<file path="config.mk">
export PLATFORM = sky130hd
export DESIGN_NAME = channel_status_subcode_gen
export DESIGN_NICKNAME = d
export VERILOG_FILES = /design/src/include/cs_gen_pkg.sv /design/src/core/sub_fifo.sv /design/src/core/channel_status_subcode_gen.sv
export SDC_FILE = /design/constraint.sdc
export NUM_CORES = 1
export LEC_CHECK = 0
export BUFFER_PORTS_ARGS = -buffer_cell sky130_fd_sc_hd__buf_2
export CORE_UTILIZATION = 60
export DETAILED_ROUTE_END_ITERATION = 10
export HOLD_SLACK_MARGIN = 0.06
export PLACE_DENSITY_LB_ADDON = 0.12
export RECOVER_POWER = 25
export SKIP_LAST_GASP = 1
export SYNTH_ARGS = -nofsm -noshare
export SYNTH_HDL_FRONTEND = slang
export SYNTH_SLANG_ARGS = --single-unit
</file>
<file path="constraint.sdc">
create_clock -name clk -period 3.4 [get_ports clk]
set_input_delay 0.17 -clock clk [delete_from_list [all_inputs] [get_ports clk]]
set_output_delay 0.17 -clock clk [all_outputs]
set_load 0.005 [all_outputs]
</file>
<file path="src/include/cs_gen_pkg.sv">
/*
 Constants for the channel status and subcode generator: register map,
 field positions, reset values, timing counts and sync patterns.
 Assumes a 100 MHz system clock; no other package is needed.
*/
package cs_gen_pkg;
   // System clock
   localparam int CLK_MHZ = 100;
   // Biphase half cell, 354 ns cell split in two; longest time rounds down
   localparam int HALF_CELL_NS = 177;
   localparam int HALF_CELL_CYC = (HALF_CELL_NS * CLK_MHZ) / 1000;
   // Quiet time before a subcode line counts as constant, one word period
   localparam int IDLE_US = 136;
   localparam int IDLE_CYC = IDLE_US * CLK_MHZ;
   // Output block and word shape
   localparam int WORDS_PER_BLOCK = 384;
   localparam int CS_BITS = 192;
   localparam int HALVES_PER_WORD = 64;
   localparam int SYNC_HALVES = 8;
   localparam int SUB_WORD_BITS = 10;
   localparam int CTL_BITS = 4;
   localparam int FIFO_DEPTH = 16;
   // Sync patterns, first half cell in the msb
   localparam logic [7:0] SYNC_B = 8'he8;
   localparam logic [7:0] SYNC_M = 8'he2;
   localparam logic [7:0] SYNC_W = 8'he4;
   // Subcode word layout, first received bit in the msb
   localparam int SUB_SYNC_POS = 9;
   localparam int SUB_CRC_POS = 8;
   localparam int SUB_Q_POS = 6;
   // Channel status positions, zero based
   localparam int CS_CTL_SCL_POS = 2;
   localparam int CS_CAT_POS = 8;
   // Register byte offsets
   localparam logic [7:0] REG_CTRL = 8'h00;
   localparam logic [7:0] REG_STATUS = 8'h04;
   localparam logic [7:0] REG_CONTROL_BITS = 8'h08;
   // Control register fields
   localparam int CTRL_ENABLE_POS = 0;
   localparam logic CTRL_ENABLE_RST = 1'b0;
   // Status register fields
   localparam int ST_PRESENT_POS = 0;
   localparam int ST_DATA_OK_POS = 1;
   localparam int ST_CRC_OK_POS = 2;
   localparam int ST_OVF_POS = 3;
   localparam int ST_BCLK_POS = 4;
   localparam int ST_LEVEL_POS = 8;
endpackage : cs_gen_pkg

</file>
<file path="src/core/sub_fifo.sv">
/*
 Synchronous FIFO with valid/ready on both sides.
 Assumes one clock and a synchronous active-high reset.
*/
`timescale 1ns/10ps
`default_nettype none
module sub_fifo #(
   parameter int WIDTH = 10,
   parameter int DEPTH = 16
) (
   // Clock and reset
   input wire logic clk,
   input wire logic reset,
   // Fill side
   input wire logic wr_valid,
   input wire logic [WIDTH-1:0] wr_data,
   output logic wr_ready,
   // Drain side
   output logic rd_valid,
   output logic [WIDTH-1:0] rd_data,
   input wire logic rd_ready,
   // Fill level
   output logic [$clog2(DEPTH):0] level
);
   localparam int AW = $clog2(DEPTH);
   initial
   begin
      if (DEPTH < 2 || (1 << AW) != DEPTH || WIDTH < 1)
         $error("sub_fifo: DEPTH must be a power of two of at least 2");
   end

   logic [WIDTH-1:0] mem [DEPTH];
   logic [AW-1:0] wptr_r;
   logic [AW-1:0] rptr_r;
   logic [AW:0] cnt_r;
   logic do_wr;
   logic do_rd;

   assign wr_ready = (cnt_r != DEPTH[AW:0]);
   assign rd_valid = (cnt_r != '0);
   assign rd_data = mem[rptr_r];
   assign level = cnt_r;
   assign do_wr = wr_valid && wr_ready;
   assign do_rd = rd_valid && rd_ready;

   always_ff @(posedge clk)
   begin
      if (reset)
      begin
         wptr_r <= '0;
         rptr_r <= '0;
         cnt_r <= '0;
      end
      else
      begin
         if (do_wr)
         begin
            mem[wptr_r] <= wr_data;
            wptr_r <= wptr_r + 1'b1;
         end
         if (do_rd)
            rptr_r <= rptr_r + 1'b1;
         if (do_wr && !do_rd)
            cnt_r <= cnt_r + 1'b1;
         else if (do_rd && !do_wr)
            cnt_r <= cnt_r - 1'b1;
      end
   end
endmodule : sub_fifo
`default_nettype wire

</file>
<file path="src/core/channel_status_subcode_gen.sv">
/*
 Channel status and subcode generator: subcode capture, presence
 detection, channel status selection and biphase-mark word output,
 with a classic Wishbone register slave.
 Assumes all pins are synchronous to clk and pads pull idle lines.
*/
`timescale 1ns/10ps
`default_nettype none
module channel_status_subcode_gen #(
   parameter int IDLE_CYC = cs_gen_pkg::IDLE_CYC,
   parameter int FIFO_DEPTH = cs_gen_pkg::FIFO_DEPTH
) (
   // Clock and reset
   input wire logic clk,
   input wire logic reset,
   // Wishbone slave
   input wire logic wb_cyc_i,
   input wire logic wb_stb_i,
   input wire logic wb_we_i,
   input wire logic [7:0] wb_adr_i,
   input wire logic [3:0] wb_sel_i,
   input wire logic [31:0] wb_dat_i,
   output logic [31:0] wb_dat_o,
   output logic wb_ack_o,
   // Decoder chip pins
   input wire logic subcode_burst_clock,
   input wire logic subcode_serial_data,
   input wire logic sample_error_flag_in,
   input wire logic audio_input_bit_clock,
   // Digital audio output
   output logic biphase_audio_out
);
   localparam int IW = $clog2(IDLE_CYC + 1);
   localparam int LW = $clog2(FIFO_DEPTH) + 1;
   localparam int HC = cs_gen_pkg::HALF_CELL_CYC;
   localparam int SW = cs_gen_pkg::SUB_WORD_BITS;
   initial
   begin
      if (IDLE_CYC < 2 || HC < 2 || FIFO_DEPTH < 2)
         $error("channel_status_subcode_gen: counts too small");
   end

   typedef enum logic [2:0] {
      ENG_IDLE = 3'b001,
      ENG_SYNC = 3'b010,
      ENG_DATA = 3'b100
   } eng_t;

   typedef struct packed {
      eng_t eng;
      logic ack;
      logic [31:0] dat;
      logic enable;
      logic ovf;
      logic scl_d;
      logic sda_d;
      logic [IW-1:0] clk_idle;
      logic [IW-1:0] dat_idle;
      logic [SW-1:0] shifter;
      logic [3:0] sh_cnt;
      logic [SW-1:0] holder;
      logic pend;
      logic prev_sync;
      logic [2:0] wq;
      logic [3:0] ctl_acc;
      logic [3:0] ctl;
      logic crc_ok;
      logic [4:0] tmr;
      logic [5:0] half;
      logic [8:0] word;
      logic [7:0] cs_idx;
      logic [31:0] frame;
      logic [7:0] spat;
      logic pol;
      logic line;
      logic [SW-1:0] user_sr;
      logic [3:0] user_cnt;
   } st_t;

   st_t s_r;
   st_t s_nxt;

   logic present;
   logic data_ok;
   logic half_tick;
   logic fifo_wr_ready;
   logic fifo_rd_valid;
   logic [SW-1:0] fifo_rd_data;
   logic fifo_rd_ready;
   logic [LW-1:0] fifo_level;
   logic [31:0] status_word;

   // Pads pull data and flag low, clocks high, so open pins read absent
   assign present = (s_r.clk_idle != IDLE_CYC[IW-1:0]);
   assign data_ok = (s_r.dat_idle != IDLE_CYC[IW-1:0]);
   assign half_tick = (s_r.tmr == 5'(HC - 1));

   // Channel status bit for one index
   function automatic logic cs_bit(input logic [7:0] idx, input logic pres,
                                   input logic dok, input logic [3:0] ctl,
                                   input logic scl);
      logic b;
      b = 1'b0;
      if (!pres)
         b = (idx == 8'(cs_gen_pkg::CS_CTL_SCL_POS)) ? scl : 1'b0;
      else if (idx < 8'(cs_gen_pkg::CTL_BITS))
         b = dok ? ctl[3 - idx[1:0]] : 1'b0;
      else if (idx == 8'(cs_gen_pkg::CS_CAT_POS))
         b = 1'b1;
      return b;
   endfunction : cs_bit

   // Word bits 1..32 in positions 0..31; even parity over bits 5..31
   function automatic logic [31:0] build_frame(input logic cs, input logic user,
                                               input logic err);
      logic [31:0] f;
      f = '0;
      f[28] = err;
      f[29] = user;
      f[30] = cs;
      f[31] = ^f[30:4];
      return f;
   endfunction : build_frame

   always_comb
   begin
      logic start;
      logic ubit;
      logic [8:0] nw;
      logic [5:0] nh;
      logic [7:0] pat;
      logic [SW-1:0] w;
      start = 1'b0;
      ubit = 1'b0;
      nw = '0;
      nh = '0;
      pat = '0;
      w = '0;
      s_nxt = s_r;
      fifo_rd_ready = 1'b0;

      // Wishbone slave, one wait state, ack drops after one cycle
      s_nxt.ack = wb_cyc_i && wb_stb_i && !s_r.ack;
      s_nxt.dat = '0;
      if (wb_cyc_i && wb_stb_i && !s_r.ack)
      begin
         if (wb_we_i && wb_sel_i[0])
         begin
            if (wb_adr_i == cs_gen_pkg::REG_CTRL)
               s_nxt.enable = wb_dat_i[cs_gen_pkg::CTRL_ENABLE_POS];
            if (wb_adr_i == cs_gen_pkg::REG_STATUS && wb_dat_i[cs_gen_pkg::ST_OVF_POS])
               s_nxt.ovf = 1'b0;
         end
         unique case (wb_adr_i)
            cs_gen_pkg::REG_CTRL: s_nxt.dat = 32'(s_r.enable);
            cs_gen_pkg::REG_STATUS: s_nxt.dat = status_word;
            cs_gen_pkg::REG_CONTROL_BITS: s_nxt.dat = 32'(s_r.ctl);
            default: s_nxt.dat = '0;
         endcase
      end

      // Line activity; inputs are already synchronous
      s_nxt.scl_d = subcode_burst_clock;
      s_nxt.sda_d = subcode_serial_data;
      if (subcode_burst_clock != s_r.scl_d)
         s_nxt.clk_idle = '0;
      else if (present)
         s_nxt.clk_idle = s_r.clk_idle + 1'b1;
      if (subcode_serial_data != s_r.sda_d)
         s_nxt.dat_idle = '0;
      else if (data_ok)
         s_nxt.dat_idle = s_r.dat_idle + 1'b1;

      // Push first, so a word completing in the same cycle stays pending
      if (s_r.pend && fifo_wr_ready)
         s_nxt.pend = 1'b0;
      // Subcode word capture on burst clock rising edge
      if (!present)
      begin
         s_nxt.shifter = '0;
         s_nxt.sh_cnt = '0;
      end
      else if (subcode_burst_clock && !s_r.scl_d)
      begin
         w = {s_r.shifter[SW-2:0], subcode_serial_data};
         s_nxt.shifter = w;
         s_nxt.sh_cnt = s_r.sh_cnt + 1'b1;
         if (s_r.sh_cnt == 4'(SW - 1))
         begin
            s_nxt.sh_cnt = '0;
            s_nxt.holder = w;
            s_nxt.pend = 1'b1;
            // A word still waiting for room is overwritten and flagged
            if (s_r.pend && !fifo_wr_ready)
               s_nxt.ovf = 1'b1;
            // Low sync marks the block; the second sync carries CRC
            s_nxt.prev_sync = !w[cs_gen_pkg::SUB_SYNC_POS];
            if (!w[cs_gen_pkg::SUB_SYNC_POS])
            begin
               if (s_r.prev_sync)
                  s_nxt.crc_ok = w[cs_gen_pkg::SUB_CRC_POS];
               s_nxt.wq = '0;
            end
            else if (s_r.wq < 3'(cs_gen_pkg::CTL_BITS))
            begin
               s_nxt.ctl_acc[3 - s_r.wq[1:0]] = w[cs_gen_pkg::SUB_Q_POS];
               s_nxt.wq = s_r.wq + 1'b1;
               if (s_r.wq == 3'(cs_gen_pkg::CTL_BITS - 1))
                  s_nxt.ctl = {s_r.ctl_acc[3:1], w[cs_gen_pkg::SUB_Q_POS]};
            end
         end
      end

      // Half-cell timer derived from the system clock
      s_nxt.tmr = half_tick ? '0 : s_r.tmr + 1'b1;

      unique case (s_r.eng)
         ENG_IDLE:
         begin
            s_nxt.line = 1'b0;
            if (s_r.enable)
            begin
               start = 1'b1;
               nw = '0;
            end
         end
         ENG_SYNC, ENG_DATA:
         begin
            if (!s_r.enable)
               s_nxt.eng = ENG_IDLE;
            else if (half_tick)
            begin
               nh = s_r.half + 1'b1;
               if (s_r.half == 6'(cs_gen_pkg::HALVES_PER_WORD - 1))
               begin
                  start = 1'b1;
                  nw = (s_r.word == 9'(cs_gen_pkg::WORDS_PER_BLOCK - 1)) ? '0 : s_r.word + 1'b1;
               end
               else if (nh < 6'(cs_gen_pkg::SYNC_HALVES))
                  s_nxt.line = s_r.spat[3'(7 - nh)] ^ s_r.pol;
               else
               begin
                  s_nxt.eng = ENG_DATA;
                  // Transition at every cell edge, and mid-cell for a one
                  if (!nh[0] || s_r.frame[nh[5:1]])
                     s_nxt.line = !s_r.line;
               end
               s_nxt.half = nh;
            end
         end
         default: s_nxt.eng = ENG_IDLE;
      endcase

      if (start)
      begin
         // FIFO drained one bit per output word into the user bit
         if (s_r.user_cnt != '0)
         begin
            ubit = s_r.user_sr[SW-1];
            s_nxt.user_sr = s_r.user_sr << 1;
            s_nxt.user_cnt = s_r.user_cnt - 1'b1;
         end
         else if (fifo_rd_valid)
         begin
            fifo_rd_ready = 1'b1;
            ubit = fifo_rd_data[SW-1];
            s_nxt.user_sr = fifo_rd_data << 1;
            s_nxt.user_cnt = 4'(SW - 1);
         end
         if (nw == '0)
            pat = cs_gen_pkg::SYNC_B;
         else
            pat = nw[0] ? cs_gen_pkg::SYNC_W : cs_gen_pkg::SYNC_M;
         s_nxt.eng = ENG_SYNC;
         s_nxt.word = nw;
         s_nxt.cs_idx = nw[8:1];
         s_nxt.half = '0;
         s_nxt.tmr = '0;
         s_nxt.spat = pat;
         s_nxt.pol = s_r.line;
         s_nxt.line = pat[7] ^ s_r.line;
         s_nxt.frame = build_frame(cs_bit(nw[8:1], present, data_ok, s_r.ctl,
                                          subcode_burst_clock), ubit,
                                   sample_error_flag_in);
      end
   end

   always_comb
   begin
      status_word = '0;
      status_word[cs_gen_pkg::ST_PRESENT_POS] = present;
      status_word[cs_gen_pkg::ST_DATA_OK_POS] = data_ok;
      status_word[cs_gen_pkg::ST_CRC_OK_POS] = s_r.crc_ok;
      status_word[cs_gen_pkg::ST_OVF_POS] = s_r.ovf;
      status_word[cs_gen_pkg::ST_BCLK_POS] = audio_input_bit_clock;
      status_word[cs_gen_pkg::ST_LEVEL_POS +: LW] = fifo_level;
   end

   always_ff @(posedge clk)
   begin
      if (reset)
      begin
         s_r <= '0;
         s_r.eng <= ENG_IDLE;
         s_r.enable <= cs_gen_pkg::CTRL_ENABLE_RST;
         s_r.scl_d <= 1'b1;
         s_r.clk_idle <= IDLE_CYC[IW-1:0];
         s_r.dat_idle <= IDLE_CYC[IW-1:0];
      end
      else
         s_r <= s_nxt;
   end

   sub_fifo #(.WIDTH(SW), .DEPTH(FIFO_DEPTH)) u_fifo (
      .clk(clk),
      .reset(reset),
      .wr_valid(s_r.pend),
      .wr_data(s_r.holder),
      .wr_ready(fifo_wr_ready),
      .rd_valid(fifo_rd_valid),
      .rd_data(fifo_rd_data),
      .rd_ready(fifo_rd_ready),
      .level(fifo_level)
   );

   assign wb_ack_o = s_r.ack;
   assign wb_dat_o = s_r.dat;
   assign biphase_audio_out = s_r.line;
endmodule : channel_status_subcode_gen
`default_nettype wire

</file>
# Yosys cells after proc, flatten, opt, wreduce, memory -nomap -nowiden
# Memory sizes are Yosys's and may differ from the RTL's. A register that Yosys moved wholly into a read port is not among the register bits.
# Index checks and enable logic that the tools add are counted.
[totals]
reg_bits = 147
ram_bits = 160
inputBits = 53
n_memories = 1
[op_classes]
add_sub_neg = 15
order_cmp = 8
n_eq_ne = 29
muxes = 78
bitwise_logic = 6
reduce_logical = 48
[mem_list]
columns = ["name", "depth", "width", "read_ports", "rd_clocked_by_memory_dff", "write_ports", "line_no", "text"]
rows = [
  ["u_fifo.mem", 16, 10, 1, 1, 1, "sub_fifo.sv:32", "logic [WIDTH-1:0] mem [DEPTH];"],
]
[ops]
columns = ["cell", "n"]
rows = [
  ["$mux 14", 8],
  ["$lt 32x3->1 const B", 2],
  ["$mux 9", 5],
  ["$pmux 13 s3", 1],
  ["$mux 1", 38],
  ["$ge 32x1->1 const B", 1],
  ["$add 14x1->14 const B", 2],
  ["$mux 28", 1],
  ["$ne 14x14->1 const B", 2],
  ["$reduce_xor 27->1", 1],
  ["$mux 3", 6],
  ["$ne 3x3->1 const B", 6],
  ["$eq 8x4->1 const B", 2],
  ["$mux 4", 4],
  ["$mux 8", 2],
  ["$ne 4x4->1 const B", 4],
  ["$mux 15", 1],
  ["$reduce_and 5->1", 3],
  ["$add 4x1->4 const B", 3],
  ["$reduce_and 4->1", 3],
  ["$reduce_or 2->1", 6],
  ["$logic_and 1x1->1", 11],
  ["$mux 11", 1],
  ["$add 5x1->5 const B", 2],
  ["other kinds (48)", 69],
]

# Logic depth before layout (Yosys ltp)
[depth]
depth_word = 14
mapped_depth = 16
mapped_depth_nobuf = 16

# Modules after synthesis
# Synthesis repeated with hierarchy kept, for this count alone.
[unflattened]
hier_cells = 1054
hier_area_um2 = 12891.1
[modules_own_cells]
columns = ["mod", "n_inst", "cells_each", "area_each_um2", "seq_area_each_um2"]
rows = [
  ["sub_fifo", 1, 357, 6966.7, 5144.9],
  ["channel_status_subcode_gen", 1, 697, 5924.4, 2502.4],
]

# Least setup slack after synthesis
# Ideal clock, no wire load.
[synth_timing]
kind = "reg2reg"
startpoint = "reg s_r[74] (netlist bit)"
endpoint = "reg u_fifo.cnt_r[4], in the netlist u_fifo.level[4]"
setup_ns = 0.071
arrival_ns = 3.010
path_slack_ns = 0.319
stages_incl_launch_ff = 16
path_buffers = 1
period_less_slack_ns = 3.081
cell_sequence = "dfxtp_1 > ha_1 > clkbuf_2 > nand3_2 > nor3_1 > a21oi_1 > nor2_1 > nand2_1 > ha_1 > inv_1 > ha_1 > a21o_1 > a21oi_1 > xnor2_1 > or3_1 > a21oi_1"
[synth_between]
elab_chain_cells = 10
word_cells_on_any_way = 12
classes_between = "eq/ne (1); mux (6); reduce/logical (5)"
[synth_rtl]
columns = ["item", "line_no", "text"]
rows = [
  ["start: declaration", "channel_status_subcode_gen.sv:80", "st_t s_r;"],
  ["start signal: assignment", "channel_status_subcode_gen.sv:311", "s_r <= s_nxt;"],
  ["$eq 6x6->1 *", "channel_status_subcode_gen.sv:234", "if (s_r.half == 6'(cs_gen_pkg::HALVES_PER_WORD - 1))"],
  ["$mux 1 *", "channel_status_subcode_gen.sv:234", ""],
  ["$mux 1 *", "channel_status_subcode_gen.sv:231", "else if (half_tick)"],
  ["$mux 1 *", "channel_status_subcode_gen.sv:229", "if (!s_r.enable)"],
  ["$pmux 1 s2 *", "channel_status_subcode_gen.sv:217", "unique case (s_r.eng)"],
  ["$mux 1 *", "channel_status_subcode_gen.sv:254", "if (start)"],
  ["$logic_and 1x1->1 *", "sub_fifo.sv:44", "assign do_rd = rd_valid && rd_ready;"],
  ["$logic_not 1->1", "sub_fifo.sv:63", "if (do_wr && !do_rd)"],
  ["$logic_and 1x1->1", "sub_fifo.sv:63", ""],
  ["$mux 5 or $reduce_bool 2->1 (tied branches)", "n/a", ""],
  ["end signal: assignment", "sub_fifo.sv:64", "cnt_r <= cnt_r + 1'b1;"],
  ["end signal: assignment", "sub_fifo.sv:66", "cnt_r <= cnt_r - 1'b1;"],
  ["end: declaration", "sub_fifo.sv:35", "logic [AW:0] cnt_r;"],
]
# Mark *: on every way between the ends. The rest lies on a longest branch, timed or not.
# A chain may end at the register's enable or synchronous reset.

# Final worst setup path
[layout_timing]
startpoint = "reg s_r[136] (netlist bit)"
endpoint = "reg s_r (netlist bit wb_dat_o[0])"
[layout_between]
elab_chain_cells = 2
[layout_rtl]
columns = ["item", "line_no", "text"]
rows = [
  ["$ne 14x14->1", "channel_status_subcode_gen.sv:94", "assign present = (s_r.clk_idle != IDLE_CYC[IW-1:0]);"],
  ["$pmux 13 s3", "channel_status_subcode_gen.sv:154", "unique case (wb_adr_i)"],
]
# No other way between the ends.

==> results.py <==
metrics = {
    "run_status": {
        "status": "complete, no violations",
    },
    "power_and_ir_drop": {
        "combPwrFrac": 0.020,
        "power_frac_seq": 0.523,
        "swShare": 0.204,
        "irDropWorstVdd_v": 0.000452,
        "pwr-share-clk": 0.456,
        "power_mw": 7.34,
        "p_sw_mw": 1.50,
        "p_leak_nw": 5.25,
        "power_density_nw_per_um2": 503,
        "power.internal_mw": 5.84,
    },
    "floorplan": {
        "die_w_um": 149,
        "start_util": 0.614,
        "die_y_um": 149,
        "ios": 87,
        "dieArea_um2": 22200,
        "core_um2": 21100,
        "row_count": 53,
    },
    "critical_path": {
        "r2r_cells": 10,
        "worst_setup_path_start_kind": "register",
        "critical_path_class": "register to register",
        "crit_required_ns": 3.90,
        "crit_arrival_ns": 3.76,
        "r2r-start": "s_r[136]",
        "r2r_setup_slack_ns": 0.14,
        "cp_max_fo": 4,
        "end_kind": "register",
        "timing.rr.end": "wb_dat_o[0]",
    },
    "global_routing": {
        "grt_start_max_net_pins": 44,
        "grt_pass1_vias": 7942,
        "grt_pass1_wl_um": 41500,
        "gr-total-overflow": 0,
        "track_usage": 0.242,
        "antenna_found_initial": 0,
    },
    "clocking": {
        "clkLatencyLatePin_ns": 0.57,
        "cts.clk_slew.worst_paths_ns": 0.06,
        "cts_setup_buffers": 0,
        "cts_tree": "yes",
        "root_buffer": "clkbuf_16",
        "cts.sinks": 302,
        "clockBufferDepth": 3,
        "numCtsBuffers": 31,
        "cts_max_level": 1,
    },
    "placed_design": {
        "placed_cell_area_um2": 13400,
        "dp_hpwl_um": 16200,
        "routabilityCongestion": 0.868,
        "io_buffers": 31,
    },
    "yosys": {
        "synth_cell_type_count": 75,
        "ys_seq_area_frac": 0.591,
        "ys_async_sr_fraction": 0,
        "synth_edf_count": 160,
        "synth_commonest_cells": "160 x edfxtp_1, 142 x dfxtp_1, 122 x nor2_1",
        "synth_seq_cells": 302,
        "synth.avg_cell_area_um2": 12.2,
        "synth_top_area_cell": "edfxtp_1",
        "synth_area_leaders": "edfxtp_1 37%, dfxtp_1 22%, mux4_2 8.4%",
        "synth_top_area_frac": 0.371,
        "ys.warnings.count": 0,
        "yosysMostFrequentCell": "edfxtp_1",
        "synth_ff_type": "edfxtp_1",
        "synthCells": 1060,
        "syn_area_um2": 12900,
    },
    "timing": {
        "fin_skew_ns": 0.0143,
        "slew_headroom": 0.109,
        "rsz0062_at_grt": "false",
        "finalMaxSlewViolations": 0,
        "fin_crit_sh": 0.959,
        "tns_ns": 0,
        "hold_viol": 0,
        "clock.fmax_ghz": 0.307,
        "min_period_ns": 3.26,
        "worstMarginPinSlew_ns": 1.34,
        "finalSetupViolCount": 0,
    },
    "drt": {
        "drc": 0,
        "topRoutingLayerUsed": "met4",
        "wl_per_cell_um": 18.2,
        "wl_met1_um": 11500,
        "route.met3.wl_um": 1390,
        "drt_iter0_drc": 601,
        "drt_pass1_iterations": 5,
        "wl_um": 25800,
        "vias_per_cell": 5.77,
        "dr_wl_met2_um": 12600,
        "num_vias": 8173,
        "ant_nets": 0,
    },
    "cells_and_area": {
        "drive_gt1_frac": 0.173,
        "fillers": 1550,
        "fin_nets": 1194,
        "fin_area_um2": 14600,
        "seq_area_um2": 7650,
        "multi_input_area_um2": 4880,
        "n_antenna_cell": 0,
        "syn2layout_area_growth_pct": 12.6,
    },
    "worst_hold_path": {
        "min_path_type": "input pin to register",
        "whs_endpoint": "s_r[152]",
        "hold_start": "wb_sel_i[0]",
        "whs_path_depth": 4,
    },
    "job": {
        "max_cap_violations": 0,
    },
}
## how the worst max path moves through the flow
stage	start	end	slack, ns	cells after the start
4_1_cts	s_r[136]	wb_dat_o[0]	0.05	10
3_3_place_gp	s_r[74]	u_fifo.level[4]	0.32	14
3_5_place_dp	s_r[74]	u_fifo.level[4]	0.25	14
2_1_floorplan	s_r[74]	u_fifo.level[4]	0.32	15
6_report	s_r[136]	wb_dat_o[0]	0.14	10
5_1_grt	s_r[136]	wb_dat_o[0]	0.01	10
## sequential cells by signal, indices dropped and copies added (netlist names), named ones only
register	flops
biphase_audio_out	1
s_r	110
u_fifo.level	5
u_fifo.mem	160
u_fifo.rptr_r	4
u_fifo.wptr_r	4
wb_ack_o	1
wb_dat_o	10
## power by group through the flow
stage	Sequential (mW)	Clock, mW	Combinational [mW]
after floorplan	3.91	0	0.114
after global placement	3.92	0	0.132
after detailed placement	3.92	0	0.134
after CTS	3.84	3.41	0.147
after global routing	3.84	3.56	0.167
final	3.84	3.35	0.149
## logic make-up (layout without fill, tap and decap cells)
| logic type | count (synthesis) | in the layout | share of synthesized area |
|---|---|---|---|
| adder cells (fa/ha/maj) | 24 | 24 | 0.0238 |
| multiplexers | 67 | 67 | 0.0986 |
| AO/OA/AOI/OAI | 141 | 141 | 0.0688 |
| AND/OR/NAND/NOR | 375 | 375 | 0.144 |
| buffers and inverters | 100 | 161 | 0.0396 |
| other | 1 | 22 | 0.000290 |
| XOR/XNOR | 50 | 50 | 0.0338 |
| flip-flops | 302 | 302 | 0.591 |
## area by class of cell
class,instances,share of cell area
clock buffers,44,0.0600
well taps,275,0.0236
inverters,19,0.00489
flip-flops and latches,302,0.525
multi-input cells,679,0.335
repair buffers,84,0.0416
clock inverters,14,0.00996
## worst max-delay path, cell delays in order, from the launching register on
cell and delay, ns:
dfxtp_1 0.35, inv_1 0.08, ha_1 0.19, nor4b_2 0.16, and4_2 0.28, a211oi_1 0.31, dlygate4sd3_1 0.60, a21oi_1 0.04
dlygate4sd3_1 0.56, nor2_1 0.09, dlygate4sd3_1 0.54
## layer usage
| metal | global-route usage | up-vias |
|---|---|---|
| met3 | 0.0419 | 31 |
| met2 | 0.395 | 191 |
| met1 | 0.343 | 4024 |
| met4 | 0.0531 | 0 |
| met5 | 0 | - |
| li1 | - | 3927 |
## cell usage in the layout, fill, tap and decap left out, types with 11 or more instances in the layout
cell,count
nor3_1,22
dfxtp_1,141
dlygate4sd3_1,17
o21ai_0,23
buf_4,35
nand3_1,33
ha_1,23
mux2i_1,15
conb_1,22
mux4_2,48
clkbuf_16,31
buf_2,30
inv_1,19
nand2_1,95
nand2b_1,15
xnor2_1,24
edfxtp_1,160
a21oi_1,62
a311oi_1,11
xor2_1,26
nor2_1,122
## what timing repair did
action | CTS | global route
endpoints found under the setup margin | 0 | 2
hold buffers | 17 | 0
resized for setup | 0 | 4
endpoints found under the hold margin | 17 | 0
## through the flow
step           hold slack (ns)   util  std cells  worst slack [ns]
5_1_grt                  0.139  0.691       1417            0.0150
4_1_cts                 0.0701  0.690       1417            0.0464
6_report                 0.108  0.691       1417             0.141
3_5_place_dp             0.374  0.634       1342             0.246
3_3_place_gp             0.373  0.634       1342             0.322
2_1_floorplan            0.277      -       1081             0.319
(Power assumes the default switching activity.)
